--- config.mk ---
export PLATFORM = sky130hd
export DESIGN_NAME = ldb_ctrl
export DESIGN_NICKNAME = d
export VERILOG_FILES = /design/src/rtl/ldb_pkg.sv /design/src/rtl/ldb_ctrl.sv
export SDC_FILE = /design/constraint.sdc
export NUM_CORES = 1
export LEC_CHECK = 0
export ABC_AREA = 0
export BUFFER_PORTS_ARGS = -buffer_cell sky130_fd_sc_hd__buf_2
export CAP_MARGIN = 20
export CORE_UTILIZATION = 65
export CTS_BUF_LIST = sky130_fd_sc_hd__clkbuf_4 sky130_fd_sc_hd__clkbuf_8
export DETAILED_ROUTE_END_ITERATION = 6
export GPL_ROUTABILITY_DRIVEN = 0
export PLACE_DENSITY = 0.82
export SYNTH_ARGS = -nofsm -noshare
export SYNTH_HDL_FRONTEND = slang
export SYNTH_SLANG_ARGS = --single-unit
--- constraint.sdc ---
create_clock -name clk_sys_in -period 3.5 [get_ports clk_sys_in]
set_clock_uncertainty 0.05 [all_clocks]
set_input_delay 0.175 -clock clk_sys_in [delete_from_list [all_inputs] [get_ports clk_sys_in]]
set_output_delay 0.175 -clock clk_sys_in [all_outputs]
set_load 0.02 [all_outputs]
--- src/rtl/ldb_pkg.sv ---
/*
 * Constants and types for the link demo button and LED controller.
 * Assumes a 250 MHz system clock; all timing is kept in milliseconds.
 */
package ldb_pkg;
	// Clock and millisecond tick
	localparam int unsigned CLK_PERIOD_NS = 4;
	localparam int unsigned TICK_NS       = 1000000;
	localparam int unsigned TICK_CYC      = TICK_NS / CLK_PERIOD_NS;

	// Millisecond figures
	localparam logic [14:0] DEBOUNCE_MS   = 15'h0014; // 20 ms
	localparam logic [14:0] ROLE_HOLD_MS  = 15'h05dc; // 1.5 s
	localparam logic [14:0] MENU_HOLD_MS  = 15'h07d0; // 2 s
	localparam logic [14:0] LINK_FLASH_MS = 15'h07d0; // 2 s
	localparam logic [14:0] ASSOC_MS      = 15'h7530; // 30 s
	localparam logic [14:0] BLINK_MS      = 15'h0032; // Fast blink half period
	localparam logic [14:0] SHOW_MS       = 15'h0064; // Signal strength flash
	localparam logic [14:0] FLASH_MS      = 15'h00c8; // Channel count half period
	localparam logic [14:0] MS_MAX        = 15'h7fff;

	// Pin levels of the active low LEDs and button
	localparam logic LED_ON  = 1'b0;
	localparam logic LED_OFF = 1'b1;

	// Control states, Gray coded along the usual path
	typedef enum logic [2:0] {
		ST_ROLE   = 3'h0,
		ST_ASSOC  = 3'h1,
		ST_PING   = 3'h3,
		ST_MENU   = 3'h2,
		ST_ACCEPT = 3'h6,
		ST_DEAD   = 3'h4
	} ldb_state_e;

	// Events from the radio logic
	typedef struct packed {
		logic       link_up;  // Peer link made
		logic       rx_event; // Packet or acknowledgement received
		logic [1:0] rssi;     // 0 none, 1 marginal, 2 good, 3 excellent
	} ldb_radio_s;

	// LED lit flags
	typedef struct packed {
		logic red;
		logic yellow;
		logic green;
	} ldb_led_s;
endpackage

--- src/rtl/ldb_ctrl.sv ---
/*
 * Link demo controller: role pick, association, ping-pong display, channel menu.
 * Assumes radio events arrive on clk_sys_in and the button pin is asynchronous.
 */
// What this block does
// Button pin is active low and starts the demonstration.
// LED pins are driven low to light, high to go dark.
// Button held past hold period after reset lights green; release then picks master.
// Release within 1.5 s of reset picks slave.
// Red flashes fast during association until linked.
// On link, red off and green flashes fast about two seconds.
// Association ends thirty seconds after reset; linked goes to ping-pong.
// Unlinked at timeout stays silent until reset.
// Ping-pong flashes LEDs once per received packet or acknowledgement.
// Red and green encode strength: none, marginal, good, excellent.
// Channel menu only reachable from ping-pong.
// Two second hold in ping-pong enters menu, yellow lit steady.
// On release in menu, red flashes the channel number one to four.
// Each short press increments channel and flashes the new number.
// Two second hold accepts, green goes out; release returns to ping-pong.
// Button is debounced; hold times use a millisecond timer.
// Channel number wraps from four back to one.
`timescale 1ns/1ps
`default_nettype none

module ldb_ctrl #(
	parameter int unsigned TICK_CYC = ldb_pkg::TICK_CYC
) (
	input  wire logic              clk_sys_in,
	input  wire logic              rst_in,
	input  wire logic              user_button_in,
	input  wire ldb_pkg::ldb_radio_s radio_in,
	output logic                   green_indicator_out,
	output logic                   yellow_indicator_out,
	output logic                   red_indicator_out,
	output logic                   role_master_out,
	output logic                   comm_enable_out,
	output logic [1:0]             channel_out,
	output logic                   channel_accept_out
);
	ldb_pkg::ldb_state_e state;
	ldb_pkg::ldb_state_e next_state;
	ldb_pkg::ldb_led_s   next_led;
	logic [17:0] tick_cnt;
	logic        tick;
	logic [2:0]  btn_sync;
	logic        pressed;
	logic [14:0] db_ms;
	logic        agree;
	logic        btn_flip;
	logic        rel_ev;
	logic [14:0] hold_ms;
	logic        hold_step;
	logic        long_hit;
	logic [14:0] up_ms;
	logic        assoc_end;
	logic [14:0] blink_ms;
	logic        blink;
	logic        linked;
	logic [14:0] lflash_ms;
	logic [14:0] show_ms;
	logic [1:0]  rssi_q;
	logic        first_rel;
	logic        menu_show;
	logic        incr;
	logic [2:0]  flashes;
	logic [14:0] fl_ms;
	logic        fl_on;
	logic        fl_end;

	// Millisecond tick from the system clock
	assign tick = (tick_cnt == 18'(TICK_CYC - 1));
	always_ff @(posedge clk_sys_in) begin
		tick_cnt <= (rst_in || tick) ? 18'h0 : tick_cnt + 18'h1;
	end

	// Button: three-stage sync, change counts when stages two and three agree
	assign agree    = (btn_sync[1] == btn_sync[2]) && ((!btn_sync[2]) != pressed);
	assign btn_flip = agree && tick && (db_ms == ldb_pkg::DEBOUNCE_MS - 15'h1);
	assign rel_ev   = btn_flip && pressed;
	always_ff @(posedge clk_sys_in) begin
		if (rst_in) begin
			btn_sync <= 3'h0; // Button taken as held at reset
			pressed  <= 1'b1;
			db_ms    <= 15'h0;
		end else begin
			btn_sync <= {btn_sync[1:0], user_button_in};
			pressed  <= pressed ^ btn_flip;
			db_ms    <= (!agree || btn_flip) ? 15'h0 : db_ms + {14'h0, tick};
		end
	end

	// Hold timer and uptime since reset
	assign hold_step = pressed && tick && (hold_ms != ldb_pkg::MS_MAX);
	assign long_hit  = hold_step && (hold_ms == ldb_pkg::MENU_HOLD_MS - 15'h1);
	assign assoc_end = tick && (up_ms >= ldb_pkg::ASSOC_MS - 15'h1);
	always_ff @(posedge clk_sys_in) begin
		if (rst_in) begin
			hold_ms <= 15'h0;
			up_ms   <= 15'h0;
		end else begin
			hold_ms <= !pressed ? 15'h0 : hold_ms + {14'h0, hold_step};
			up_ms   <= up_ms + {14'h0, tick && (up_ms != ldb_pkg::ASSOC_MS)};
		end
	end

	// Fast blink phase for association display
	always_ff @(posedge clk_sys_in) begin
		if (rst_in || (tick && blink_ms == ldb_pkg::BLINK_MS - 15'h1)) begin
			blink_ms <= 15'h0;
			blink    <= rst_in ? 1'b1 : !blink;
		end else begin
			blink_ms <= blink_ms + {14'h0, tick};
		end
	end

	// Link flag and the two second green flash after linking
	always_ff @(posedge clk_sys_in) begin
		if (rst_in) begin
			linked    <= 1'b0;
			lflash_ms <= 15'h0;
		end else if (state == ldb_pkg::ST_ASSOC && radio_in.link_up && !linked) begin
			linked    <= 1'b1;
			lflash_ms <= ldb_pkg::LINK_FLASH_MS;
		end else begin
			lflash_ms <= lflash_ms - {14'h0, tick && lflash_ms != 15'h0};
		end
	end

	// Signal strength capture, one flash per received frame
	always_ff @(posedge clk_sys_in) begin
		if (rst_in) begin
			show_ms <= 15'h0;
			rssi_q  <= 2'h0;
		end else if (state == ldb_pkg::ST_PING && radio_in.rx_event) begin
			show_ms <= ldb_pkg::SHOW_MS;
			rssi_q  <= radio_in.rssi;
		end else begin
			show_ms <= show_ms - {14'h0, tick && show_ms != 15'h0};
		end
	end

	// Menu release handling: first release shows, later ones increment
	assign menu_show = (state == ldb_pkg::ST_MENU) && rel_ev;
	assign incr      = menu_show && !first_rel;
	assign fl_end    = tick && (fl_ms == ldb_pkg::FLASH_MS - 15'h1);
	always_ff @(posedge clk_sys_in) begin
		if (rst_in) begin
			channel_out <= 2'h0;
			first_rel   <= 1'b0;
		end else begin
			channel_out <= channel_out + {1'b0, incr};
			first_rel   <= (state == ldb_pkg::ST_PING) ? 1'b1 : (first_rel && !menu_show);
		end
	end

	// Red flash counter for the channel number
	always_ff @(posedge clk_sys_in) begin
		if (rst_in || state != ldb_pkg::ST_MENU || long_hit) begin
			flashes <= 3'h0;
			fl_ms   <= 15'h0;
			fl_on   <= 1'b0;
		end else if (menu_show) begin
			flashes <= {1'b0, channel_out + {1'b0, incr}} + 3'h1;
			fl_ms   <= 15'h0;
			fl_on   <= 1'b1;
		end else if (fl_end && flashes != 3'h0) begin
			fl_ms   <= 15'h0;
			fl_on   <= !fl_on && (flashes != 3'h1);
			flashes <= flashes - {2'h0, !fl_on};
		end else begin
			fl_ms   <= fl_ms + {14'h0, tick};
		end
	end

	// State sequencing
	always_comb begin
		next_state = state;
		case (state)
			ldb_pkg::ST_ROLE: begin
				if (rel_ev) next_state = ldb_pkg::ST_ASSOC;
			end
			ldb_pkg::ST_ASSOC: begin
				if (assoc_end) next_state = linked ? ldb_pkg::ST_PING : ldb_pkg::ST_DEAD;
			end
			ldb_pkg::ST_PING: begin
				if (long_hit) next_state = ldb_pkg::ST_MENU;
			end
			ldb_pkg::ST_MENU: begin
				if (long_hit) next_state = ldb_pkg::ST_ACCEPT;
			end
			ldb_pkg::ST_ACCEPT: begin
				if (rel_ev) next_state = ldb_pkg::ST_PING;
			end
			ldb_pkg::ST_DEAD: next_state = ldb_pkg::ST_DEAD;
			default: next_state = ldb_pkg::ST_ROLE;
		endcase
	end

	// LED lit pattern for each state
	always_comb begin
		next_led = '0;
		case (state)
			ldb_pkg::ST_ROLE: next_led.green = (hold_ms >= ldb_pkg::ROLE_HOLD_MS);
			ldb_pkg::ST_ASSOC: begin
				next_led.red   = !linked && blink;
				next_led.green = linked && blink && (lflash_ms != 15'h0);
			end
			ldb_pkg::ST_PING: begin
				next_led.red   = (show_ms != 15'h0) && rssi_q[0];
				next_led.green = (show_ms != 15'h0) && rssi_q[1];
			end
			ldb_pkg::ST_MENU: begin
				next_led.yellow = 1'b1;
				next_led.green  = 1'b1;
				next_led.red    = fl_on && (flashes != 3'h0);
			end
			ldb_pkg::ST_ACCEPT: next_led.yellow = 1'b1;
			default: next_led = '0;
		endcase
	end

	// Registered state and pins; an LED lights by pulling its pin low
	always_ff @(posedge clk_sys_in) begin
		if (rst_in) begin
			state                <= ldb_pkg::ST_ROLE;
			red_indicator_out    <= ldb_pkg::LED_OFF;
			yellow_indicator_out <= ldb_pkg::LED_OFF;
			green_indicator_out  <= ldb_pkg::LED_OFF;
			role_master_out      <= 1'b0;
			comm_enable_out      <= 1'b0;
			channel_accept_out   <= 1'b0;
		end else begin
			state                <= next_state;
			red_indicator_out    <= !next_led.red;
			yellow_indicator_out <= !next_led.yellow;
			green_indicator_out  <= !next_led.green;
			if (state == ldb_pkg::ST_ROLE && rel_ev)
				role_master_out <= (hold_ms >= ldb_pkg::ROLE_HOLD_MS);
			comm_enable_out      <= (next_state != ldb_pkg::ST_DEAD) &&
			                        (next_state != ldb_pkg::ST_ROLE);
			channel_accept_out   <= (state == ldb_pkg::ST_ACCEPT) && rel_ev;
		end
	end
endmodule // ldb_ctrl

`default_nettype wire

---- Yosys cells after proc, flatten, opt, wreduce, memory -nomap -nowiden ----
Index checks and enable logic that the tools add are counted.
cells by class
  $add $sub $neg .......................... 11
  multipliers ............................. 0
  div/mod/pow operators ................... 0
  order comparisons ....................... 2
  eq/ne operators ......................... 17
  shift-type cells ........................ 0
  muxes and demuxes ....................... 17
  bitwise logic cells ..................... 2
  reductions and logical operators ........ 57
operators by type and width
  kind                   number
  $add 15x1->15          5
  $logic_and 1x1->1      30
  $ne 15x15->1 const B   2
  $reduce_bool 15->1     2
  $sub 15x1->15          2
  $mux 3                 8
  $add 18x1->18 const B  1
  $eq 18x18->1 const B   1
  $pmux 3 s6             1
  $eq 15x11->1 const B   1
  $eq 15x5->1 const B    1
  $eq 15x6->1 const B    1
  $eq 15x8->1 const B    1
  $ge 15x11->1 const B   1
  $ge 15x15->1 const B   1
  $mux 11                1
  $logic_not 1->1        10
  $reduce_or 2->1        5
  $mux 7                 1
  $eq 3x2->1 const B     2
  $eq 3x3->1 const B     2
  $reduce_bool 3->1      2
  $logic_or 1x1->1       5
  $mux 1                 4
  other kinds (16)       16
storage, ports and cells
  register bits after elaboration ......... 147
  bits in latches ......................... 0
  memory bits (writable) .................. 0
  memory bits (read-only) ................. 0
  output and inout port bits .............. 8
  logic and storage cells ................. 132
  memories ................................ 0

---- Depth between registers and ports, before layout ----
Gate-level depths: netlist of run 1.
  depth after elaboration ................. 11
  depth in mapped cells ................... 16
  depth with buffers taken out ............ 15

---- Worst setup path before layout of run 1 ----
No wires, ideal clock.
  kind .................................... reg-to-reg
  start point ............................. reg tick_cnt[13]
  end point ............................... reg flashes[2]
  library setup time ...................... 0.070 ns
  arrival ................................. 2.810 ns
  data required time ...................... 3.380 ns
  slack ................................... 0.570 ns
  cell stages (with the launch flop) ...... 16
  path through ............................ dfxtp_1 > or4b_1 > nor3_2 > nand2_2 > nor3_1 > ha_1 > nand4bb_1 > buf_4 > nor2_1 > ha_1 > xor2_1 > ha_1 > nor2_1 > a31oi_1 > nand3_1 > a21oi_1
between the ends
  longest elaborated chain between the ends .. 9
  elaborated cells between the ends (all ways) .. 16
RTL lines
  item                            RTL line         RTL
  start, declared                 ldb_ctrl.sv:44   logic [17:0] tick_cnt;
  start signal, assigned          ldb_ctrl.sv:74   tick_cnt <= (rst_in || tick) ? 18'h0 : tick_cnt + 18'h1;
  $eq 18x18->1 *                  ldb_ctrl.sv:72   assign tick = (tick_cnt == 18'(TICK_CYC - 1));
  $logic_and 1x1->1 (2 in a row)  ldb_ctrl.sv:79   assign btn_flip = agree && tick && (db_ms == ldb_pkg::DEBOUNCE_MS - 15'h1);
  $logic_and 1x1->1               ldb_ctrl.sv:80   assign rel_ev = btn_flip && pressed;
  $logic_and 1x1->1               ldb_ctrl.sv:144  assign menu_show = (state == ldb_pkg::ST_MENU) && rel_ev;
  $logic_and 1x1->1               ldb_ctrl.sv:145  assign incr = menu_show && !first_rel;
  $add 2x1->2                     ldb_ctrl.sv:164  flashes <= {1'b0, channel_out + {1'b0, incr}} + 3'h1;
  $add 2x1->3                     ldb_ctrl.sv:164
  $mux 3                          ldb_ctrl.sv:163  end else if (menu_show) begin
  end signal, assigned            ldb_ctrl.sv:164
  end signal, assigned            ldb_ctrl.sv:170  flashes <= flashes - {2'h0, !fl_on};
  end, declared                   ldb_ctrl.sv:66   logic [2:0] flashes;
Every way passes the cells marked *; elsewhere a longest branch is shown, timed or not.
A chain may end at the register's enable or synchronous reset.

---- Worst setup path in the final report of run 1 ----
  start point ............................. reg tick_cnt[13]
  end point ............................... reg blink_ms[10]
between the ends
  longest elaborated chain between the ends .. 3
  elaborated cells between the ends (all ways) .. 4
RTL lines
  item                                                   RTL line         RTL
  $eq 18x18->1 *                                         ldb_ctrl.sv:72
  branches (longest 2 deep; another with $add 15x1->15)  n/a
  end signal, assigned                                   ldb_ctrl.sv:113  blink_ms <= blink_ms + {14'h0, tick};
  end, declared                                          ldb_ctrl.sv:57   logic [14:0] blink_ms;
Every way passes the cells marked *.

==> metrics.md, run 1 <==
| Metric | Value |
|---|---|
| GRT Residual Overflow | `0` |
| Peak Freq | `307 MHz` |
| Starting Density | `67.2%` |
| Worst slew pin tran | `0.626 ns` |
| Post-Syn Instances | `between 700 and 800` |
| Finish-stage setup viols | `0` |
| Post-CTS setup buffer count | `0` |
| Worst Setup End Kind | `flop` |
| Layout cells sized above 1 | `8.60%` |
| Area growth, synth to finish | `9.40%` |
| Vias in the first global route | `around 4800` |
| Initial antenna violation count | `0` |
| Critical Setup Path Class | `flop to flop` |
| RSZ-0062 raised after global routing | `no` |
| GR Util met2 | `45.0%` |
| Crit path time final | `3.26 ns` |
| Hold Vio Cnt, Final | `0` |
| Mapped Avg Cell Area | `8.72 um2` |
| CTS Sinks | `147` |
| Slowest-stage cell, CP | `or4b_1` |
| Ys Warns | `0` |
| Total global-route track usage | `between 20% and 30%` |
| Number of enable flip-flop cells after synthesis | `1` |
| Total negative slack | `0 ns` |
| Req. time, crit path | `3.78 ns` |
| Post-synth top area cell | `dfxtp_1` |
| Worst EP arrival | `~3.5 ns` |
| Hold_ws | `approximately 0.075 ns` |
| Synth top cells by count | `nor2_1, dfxtp_1, nand2_1, xor2_1, xnor2_1` |
| First-pass GRT wire length | `21.0 mm` |
| Vias per inst | `approximately 5.6` |
| FF/Latch Area | `2950 um2` |
| Top_reg_cell synth | `dfxtp_1` |
| Initial detailed-routing violation count | `221` |
| Top-area cell type share of the netlist area | `44.3%` |
| Largest net degree at the start of global routing | `26` |
| IO Pins | `15` |
| Fillers | `752` |
| Multi-input logic area | `approximately 3500 um2` |
| H-Tree Depth | `4` |
| Worst Hold Class | `input pin to flop` |
| Asr flop ratio synth | `0%` |
| Root Driver | `clkbuf_8` |
| Number of max-cap violations | `0` |
| Clock Path Buffers | `2` |
| Router iterations before antenna repair | `5` |
| #FFs+latches synth | `approximately 150` |
| GRT Max-Usage Layer | `met2` |
| # DRC | `0` |
| Clock-pin transition on the worst setup and hold timing paths | `around 0.08 ns` |
| Final ANT Viol Nets | `0` |
| Crit-path max FO | `10` |
| Mapped Area | `6600 um2` |
| Crit share post-route | `93.2%` |
| CTS tree | `yes` |
| Top cells by area, synth | `dfxtp_1, nor2_1, xor2_1` |
| Die Wd | `103 um` |
| Syn nets | `slightly below 800` |
| Wire per inst | `13.6 um` |
| Via count | `between 5000 and 6000` |
| Die Area | `10600 um2` |
| CP peak stage delay | `0.54 ns` |
| Synth unique cells | `58` |
| I/O Buffers | `14` |
| # rows | `36` |
| Critical Path, Cell by Cell | `or4b_1, nor3_2, nand2_2, inv_1, ha_1, ha_1, inv_1, nor3_1, and3_1, xnor2_1, nor2_1` |
| Core area | `9820 um2` |
| DP HPWL | `8.84 mm` |
| Sequential area share after synthesis | `44.7%` |
| Status | `finished clean` |
| CP Launch Type | `flop` |
| Worst VDD drop | `approximately 0.37 mV` |
| Worst skew pair latency | `0.45 ns` |
| Number of CTS-inserted buffers | `17` |
| Max-slew headroom | `57.9%` |
| Detailed-route wire length | `12.5 mm` |
| Total power per unit cell area | `424 nW/um2` |
| Final Max Tran Viols | `0` |
| Nets | `between 800 and 900` |
| Die H | `103 um` |
| Final Core Density | `73.5%` |
| M1 GR Usage | `29.9%` |
| Count leader, synth | `nor2_1` |
| Met3 Use GR | `8.61%` |
| Inserted Diodes | `0` |
| Lkg Pwr | `2.65 nW` |
[registers in the layout, indices dropped and copies added (netlist names), 15 cells and up]
name / flops
blink_ms: 15
db_ms: 15
fl_ms: 15
hold_ms: 15
lflash_ms: 15
show_ms: 15
tick_cnt: 18
up_ms: 15
[power breakdown]
group          switching [mW]  leakage (nW)  internal (mW)
logic                  0.0264          1.26         0.0124
clock network           0.626         0.200          0.717
registers             0.00358          1.19           1.68
[critical path, delay by kind of cell, from the launching register on]
kind / cells / cell delay, ns
flip-flops: 1 / 0.36
adder cells (fa/ha/maj): 2 / 0.50
XOR/XNOR: 1 / 0.12
AND/OR/NAND/NOR: 6 / 1.70
buffers and inverters: 2 / 0.40
[cell type report]
type / count / area share (%)
inverters: 23 / 1.20
clock buffers: 18 / 3.43
repair buffers: 21 / 1.87
flip-flops and latches: 147 / 40.9
well taps: 133 / 2.31
multi-input cells: 568 / 48.0
clock inverters: 14 / 2.25
[metal layers]
metal / vias to the layer above / part of all wire [%] / wire length (um)
met5: - / 0 / 0
met1: 2437 / 44 / 5490
li1: 2620 / - / -
met2: 95 / 51 / 6330
met4: 0 / 0.99 / 124
met3: 15 / 4.6 / 580
[cells by family after synthesis]
| group | count (synthesis) | share of synthesized area, % |
|---|---|---|
| AOI/OAI and AO/OA | 53 | 5.59 |
| buffers and inverters | 42 | 2.69 |
| and+or+nand+nor | 392 | 29.5 |
| DFF | 147 | 44.7 |
| adders and majority gates | 20 | 3.79 |
| xor gates and xnor gates | 103 | 13.7 |
[repair_timing]
item                                   4_1_cts  5_1_grt
endpoints found under the hold margin        3        0
hold buffers                                 5        0
resized for setup                            0        0
[stage by stage]
| stage | worst slack [ns] | instance area, um2 | total power [mW] | instances |
|---|---|---|---|---|
| after detailed placement | 0.297 | 6760 | 1.76 | 887 |
| final | 0.240 | 7220 | 3.06 | 924 |
| after global placement | 0.463 | 6760 | 1.76 | 887 |
| after CTS | 0.232 | 7220 | 3.09 | 924 |
| after global routing | 0.0630 | 7220 | 3.18 | 924 |
| after floorplan | 0.570 | 6600 | 1.75 | 757 |
[worst paths after layout]
path                 from            to  slack [ns]  cells after the start
max reg2reg  tick_cnt[13]  blink_ms[10]        0.24                     11
min           radio_in[2]    show_ms[2]        0.08                      3
max          tick_cnt[13]  blink_ms[10]        0.24                     11
min reg2reg   btn_sync[0]   btn_sync[1]        0.39                      1
[cell usage in the layout (no fill, tap or decap), types with 3 or more instances in the layout]
master,instances
and3_1,17
dfxtp_1,146
nor4_1,12
nor3_1,25
xnor2_1,47
nor3b_1,5
a21oi_1,19
nand4_1,18
ha_1,20
o21ai_0,4
clkinvlp_4,4
nor2_1,158
nand2_1,56
bufinv_16,3
inv_1,23
xor2_1,56
a31oi_1,10
nand2b_1,7
nand3_1,42
or4_1,6
and2_1,3
or3_1,5
nor2b_1,12
clkinv_2,5
o211ai_1,3
or2_2,4
clkbuf_8,18
buf_2,14
dlygate4sd3_1,5
(Power assumes the default switching activity.)
==> run 2: changes to the inputs <==
ABC_AREA = 1   (was 0)
TNS_END_PERCENT = 5   (was unset)
==> metrics.md, run 2 <==
| Metric | Value |
|---|---|
| Starting Density | `67.6%` |
| Top_reg_cell synth | `dfxtp_1` |
| Status | `finished clean` |
| Total power per unit cell area | `424 nW/um2` |
| Post-synth top area cell | `dfxtp_1` |
| Number of max-cap violations | `0` |
| I/O Buffers | `14` |
| CTS tree | `yes` |
| Die H | `106 um` |
| Syn nets | `just under 1000` |
| Total global-route track usage | `roughly 26%` |
| # DRC | `0` |
| Clock Path Buffers | `2` |
| Core area | `10400 um2` |
| Worst Hold Class | `input pin to flop` |
| Initial detailed-routing violation count | `412` |
| Vias per inst | `between 5 and 6` |
| First-pass GRT wire length | `approximately 23 mm` |
| Number of CTS-inserted buffers | `17` |
| Worst Setup End Kind | `flop` |
| # rows | `37` |
| Critical Setup Path Class | `flop to flop` |
| Max reg flops | `18` |
| Synth top cells by count | `nor2_1, nand2_1, dfxtp_1, inv_1, nand3_1` |
| Synth Area in Simple Gates | `a little under a third` |
| Commonest non-fill, non-tap cell in the layout | `nor2_1` |
| Max-slew headroom | `64.8%` |
| CTS Sinks | `147` |
| IO Pins | `15` |
| Lkg Pwr | `about 3.1 nW` |
| Layout cells sized above 1 | `9.14%` |
| DP HPWL | `9.58 mm` |
| Compound-Gate Fraction of Synth Area | `8.55%` |
| Initial antenna violation count | `0` |
| Vias in the first global route | `5568` |
| Mux cell area share after synthesis | `0%` |
| Ys Warns | `0` |
| Worst slew pin tran | `0.527 ns` |
| H-Tree Depth | `4` |
| Post-Syn Instances | `~970` |
| Top cells by area, synth | `dfxtp_1, nor2_1, nand2_1` |
| Area growth, synth to finish | `9.98%` |
| Final ANT Viol Nets | `0` |
| Detailed-route wire length | `13.5 mm` |
| Mapped Avg Cell Area | `about 7.3 um2` |
| Cell Area, Placed | `between 7000 and 8000 um2` |
| Final Max Tran Viols | `0` |
| Post-Synth Adder-Cell Area | `3.57%` |
| Worst EP arrival | `roughly 3.5 ns` |
| Worst VDD drop | `~0.58 mV` |
| Crit path time final | `3.16 ns` |
| Top-area cell type share of the netlist area | `about two fifths` |
| Peak Freq | `316 MHz` |
| Number of enable flip-flop cells after synthesis | `1` |
| Largest net degree at the start of global routing | `28` |
| Finished Cell Area | `7710 um2` |
| Inserted Diodes | `0` |
| Crit-path max FO | `10` |
| Synth unique cells | `42` |
| Sequential area share after synthesis | `42.1%` |
| Total negative slack | `0 ns` |
| XOR/XNOR Fraction of Synth Area | `5.12%` |
| CP Launch Type | `flop` |
| Hold Vio Cnt, Final | `0` |
| Finish-stage setup viols | `0` |
| Die Area | `around 11000 um2` |
| Asr flop ratio synth | `0%` |
| Nets | `slightly above 1000` |
| Router iterations before antenna repair | `6` |
| Worst skew pair latency | `about 0.45 ns` |
| Mapped Area | `~7000 um2` |
| #FFs+latches synth | `147` |
| Combinational family with the most area after synthesis | `simple AND/OR/NAND/NOR gates` |
| Req. time, crit path | `approximately 3.8 ns` |
| Count leader, synth | `nor2_1` |
| Via count | `6012` |
| Fillers | `818` |
| Power Total | `around 3.3 mW` |
| Crit share post-route | `90.4%` |
| Die Wd | `106 um` |
| Clock-pin transition on the worst setup and hold timing paths | `0.07 ns` |
| Most flops, register | `tick_cnt` |
| Root Driver | `clkbuf_8` |
| Wire per inst | `~12 um` |
| Highest-count cells in the layout ignoring fill and taps | `nor2_1, nand2_1, dfxtp_1` |
| GRT Residual Overflow | `0` |
==> run 2: kinds of logic (layout without fill, tap and decap cells) <==
kind of cell | after synthesis | count (layout)
AO/OA/AOI/OAI | 113 | 113
buffers and inverters | 160 | 201
AND/OR/NAND/NOR | 485 | 485
adder cells (fa/ha/maj) | 20 | 20
flip-flops | 147 | 147
XOR/XNOR | 41 | 41
==> run 2: path summary, 6_finish.rpt <==
| path | slack [ns] | endpoint | depth (start not counted) | startpoint |
|---|---|---|---|---|
| worst max-delay path | 0.34 | flashes[1] | 19 | tick_cnt[0] |
| worst min-delay path | 0.06 | lflash_ms[9] | 5 | radio_in[3] |
| worst max register to register | 0.34 | flashes[1] | 19 | tick_cnt[0] |
| worst min register to register | 0.39 | btn_sync[1] | 2 | btn_sync[0] |
==> run 2: per-stage QoR <==
step	hold slack (ns)	cells	worst slack (ns)	utilization (%)
6_report	0.0645	1143	0.337	74.3
5_1_grt	0.0829	1143	-0.000713	74.3
4_1_cts	0.0467	1141	0.240	74.2
3_5_place_dp	0.331	1106	0.245	69.3
3_3_place_gp	0.332	1106	0.331	69.3
2_1_floorplan	0.232	966	0.613	-
==> run 2: layer usage <==
metal | vias up | track usage, % | share of wire (%)
li1 | 3157 | - | -
met2 | 112 | 42.8 | 47
met4 | 0 | 11.8 | 1.8
met5 | - | 0 | 0
met3 | 21 | 6.43 | 3.4
met1 | 2722 | 31.1 | 47
==> run 2: final cells by class <==
| cell class | instances | area, um2 | area share (%) |
|---|---|---|---|
| Clock inverter | 9 | 175 | 2.27 |
| Inverter | 148 | 556 | 7.21 |
| Tap cell | 136 | 170 | 2.21 |
| Clock buffer | 23 | 298 | 3.86 |
| Timing Repair Buffer | 21 | 130 | 1.69 |
| Multi-Input combinational cell | 659 | 3430 | 44.5 |
| Sequential cell | 147 | 2950 | 38.3 |
==> run 2: critical path, cell delays in order, from the launching register on <==
cell,delay [ns]
dfxtp_1,0.39
ha_1,0.21
nand3_1,0.12
nor2_1,0.19
nand3_2,0.16
inv_2,0.16
nand2_1,0.10
inv_1,0.07
ha_2,0.21
nand2_2,0.15
nor2_1,0.14
ha_1,0.15
inv_1,0.05
or2_2,0.28
nand2_1,0.07
ha_1,0.22
o21ai_0,0.15
nand2_1,0.07
o21ai_0,0.06
nor2_1,0.05
==> run 2: what timing repair did <==
item,in CTS,in global routing
setup endpoints to repair,0,1
endpoints found under the hold margin,3,0
gates resized for setup,0,1
hold buffers,3,0
setup buffers,0,2
==> run 2: power breakdown <==
group,total [mW],internal (mW),switching [mW]
combinational,0.0453,0.0136,0.0317
sequential,1.68,1.68,0.00344
clock,1.54,0.927,0.617
==> run 3: changes to the inputs <==
==> constraint.sdc (replaced) <==
create_clock -name clk_sys_in -period 3.5 [get_ports clk_sys_in]
set_clock_uncertainty 0.05 [all_clocks]
set_input_delay 0.7 -clock clk_sys_in [delete_from_list [all_inputs] [get_ports clk_sys_in]]
set_output_delay 0.7 -clock clk_sys_in [all_outputs]
set_load 0.02 [all_outputs]
==> metrics.md, run 3 (same netlist as run 2, synthesis figures left out) <==
| Metric | Value |
|---|---|
| Total global-route track usage | `25.5%` |
| Area growth, synth to finish | `8.01%` |
| CP Launch Type | `flop` |
| Via count | `5889` |
| Worst R2R Setup Slack | `around 0.32 ns` |
| Vias per inst | `between 5 and 6` |
| Final Max Tran Viols | `0` |
| Number of max-cap violations | `0` |
| Core area | `10400 um2` |
| RR Startpoint | `tick_cnt[0]` |
| Root Driver | `clkbuf_8` |
| WHS Endpoint | `btn_sync[0]` |
| Worst setup path startpoint | `tick_cnt[0]` |
| Clock Path Buffers | `2` |
| Fillers | `845` |
| Worst Setup End Kind | `flop` |
| Worst VDD drop | `between 0.3 and 0.4 mV` |
| IO Pins | `15` |
| Largest net degree at the start of global routing | `28` |
| Worst EP arrival | `3.47 ns` |
| Worst hold path depth | `3` |
| Final Core Density | `between 70% and 80%` |
| Detailed-route wire length | `13.2 mm` |
| Placed Cells | `about 1100` |
| Max reg flops | `18` |
| Critical Setup Path Class | `flop to flop` |
| Die Area | `11200 um2` |
| Total power per unit cell area | `391 nW/um2` |
| Crit-path max FO | `10` |
| GRT Residual Overflow | `0` |
| Number of CTS-inserted buffers | `17` |
| Req. time, crit path | `3.79 ns` |
| Total negative slack | `0 ns` |
| R2R depth | `19` |
| Post-cts hold buffer count | `0` |
| Post-CTS sizing | `0` |
| RSZ-0062 raised after global routing | `no` |
| CTS Sinks | `~150` |
| Hold Vio Cnt, Final | `0` |
| Initial antenna violation count | `0` |
| Vias in the first global route | `5550` |
| Post-CTS setup buffer count | `0` |
| # rows | `37` |
| Worst skew pair latency | `roughly 0.44 ns` |
| Most flops, register | `tick_cnt` |
| Worst slew pin tran | `0.514 ns` |
| Highest-count cells in the layout ignoring fill and taps | `nor2_1, nand2_1, dfxtp_1` |
| Final ANT Viol Nets | `0` |
| DP HPWL | `9.62 mm` |
| Status | `finished clean` |
| # DRC | `0` |
| Commonest non-fill, non-tap cell in the layout | `nor2_1` |
| Finish-stage setup viols | `0` |
| Starting Density | `approximately two thirds` |
| Die H | `106 um` |
| Hold Startpoint | `user_button_in` |
| Layout cells sized above 1 | `8.80%` |
| Router iterations before antenna repair | `6` |
| H-Tree Depth | `4` |
| Final Non-Filler Cells | `between 1000 and 1500` |
| Initial detailed-routing violation count | `296` |
| First-pass GRT wire length | `~23 mm` |
| Die Wd | `106 um` |
| I/O Buffers | `14` |
| Lkg Pwr | `about 3.0 nW` |
| CTS tree | `yes` |
| Nets | `approximately 1000` |
| Crit path time final | `about 3.2 ns` |
| Power Total | `2.96 mW` |
| Peak Freq | `between 300 and 400 MHz` |
| Crit share post-route | `90.9%` |
| Reg2Reg Capture Point | `flashes[1]` |
| Clock-pin transition on the worst setup and hold timing paths | `0.08 ns` |
| Max-slew headroom | `65.7%` |
| Wire per inst | `11.6 um` |
| Inserted Diodes | `0` |
| Worst Hold Class | `input pin to flop` |
run 3: power by group:
| part | leakage [nW] | internal (mW) | switching [mW] |
|---|---|---|---|
| combinational | 1.65 | 0.0109 | 0.0316 |
| clock | 0.197 | 0.658 | 0.581 |
| sequential | 1.19 | 1.68 | 0.00403 |
run 3: worst max-delay path by stage:
stage	end	slack, ns	cells past startpoint
after floorplan	flashes[1]	0.61	19
after global placement	flashes[1]	0.33	19
after detailed placement	flashes[1]	0.24	19
after CTS	flashes[1]	0.22	19
after global routing	flashes[1]	0.003	19
final	flashes[1]	0.32	19
run 3: routing by layer:
layer | global-route usage, % | wire length, um | part of all wire [%]
met1 | 30.2 | 6440 | 49
met2 | 43.4 | 6130 | 46
met3 | 6.74 | 343 | 2.6
met4 | 10.6 | 291 | 2.2
met5 | 0 | 0 | 0
run 3: layout make-up:
type	count	area, um2	area share [%]
multi-input combinational	659	3440	45.4
clock buffer	26	320	4.23
sequential	147	2950	39.0
timing repair buffer	15	77.6	1.02
clock inverter	5	52.6	0.694
tap	136	170	2.25
inverter	148	558	7.37
run 3: worst max-delay path, stage by stage (launching register included):
cell and delay [ns]:
dfxtp_1 0.40, ha_1 0.22, nand3_1 0.15, nor2_2 0.19, nand3_4 0.16, inv_4 0.13, nand2_1 0.09, inv_1 0.07
ha_1 0.26, nand2_4 0.13, nor2_1 0.13, ha_1 0.14, inv_1 0.05, or2_2 0.28, nand2_1 0.07, ha_1 0.22
o21ai_0 0.15, nand2_1 0.06, o21ai_0 0.07, nor2_1 0.05
run 3: stage by stage:
step                      area (um2)  hold WS (ns)  setup slack (ns)
final                           7570         0.405             0.319
after global routing            7570         0.383           0.00343
after CTS                       7550         0.378             0.216
after detailed placement        7180         0.367             0.235
after global placement          7180         0.366             0.326
after floorplan                 7010         0.338             0.613
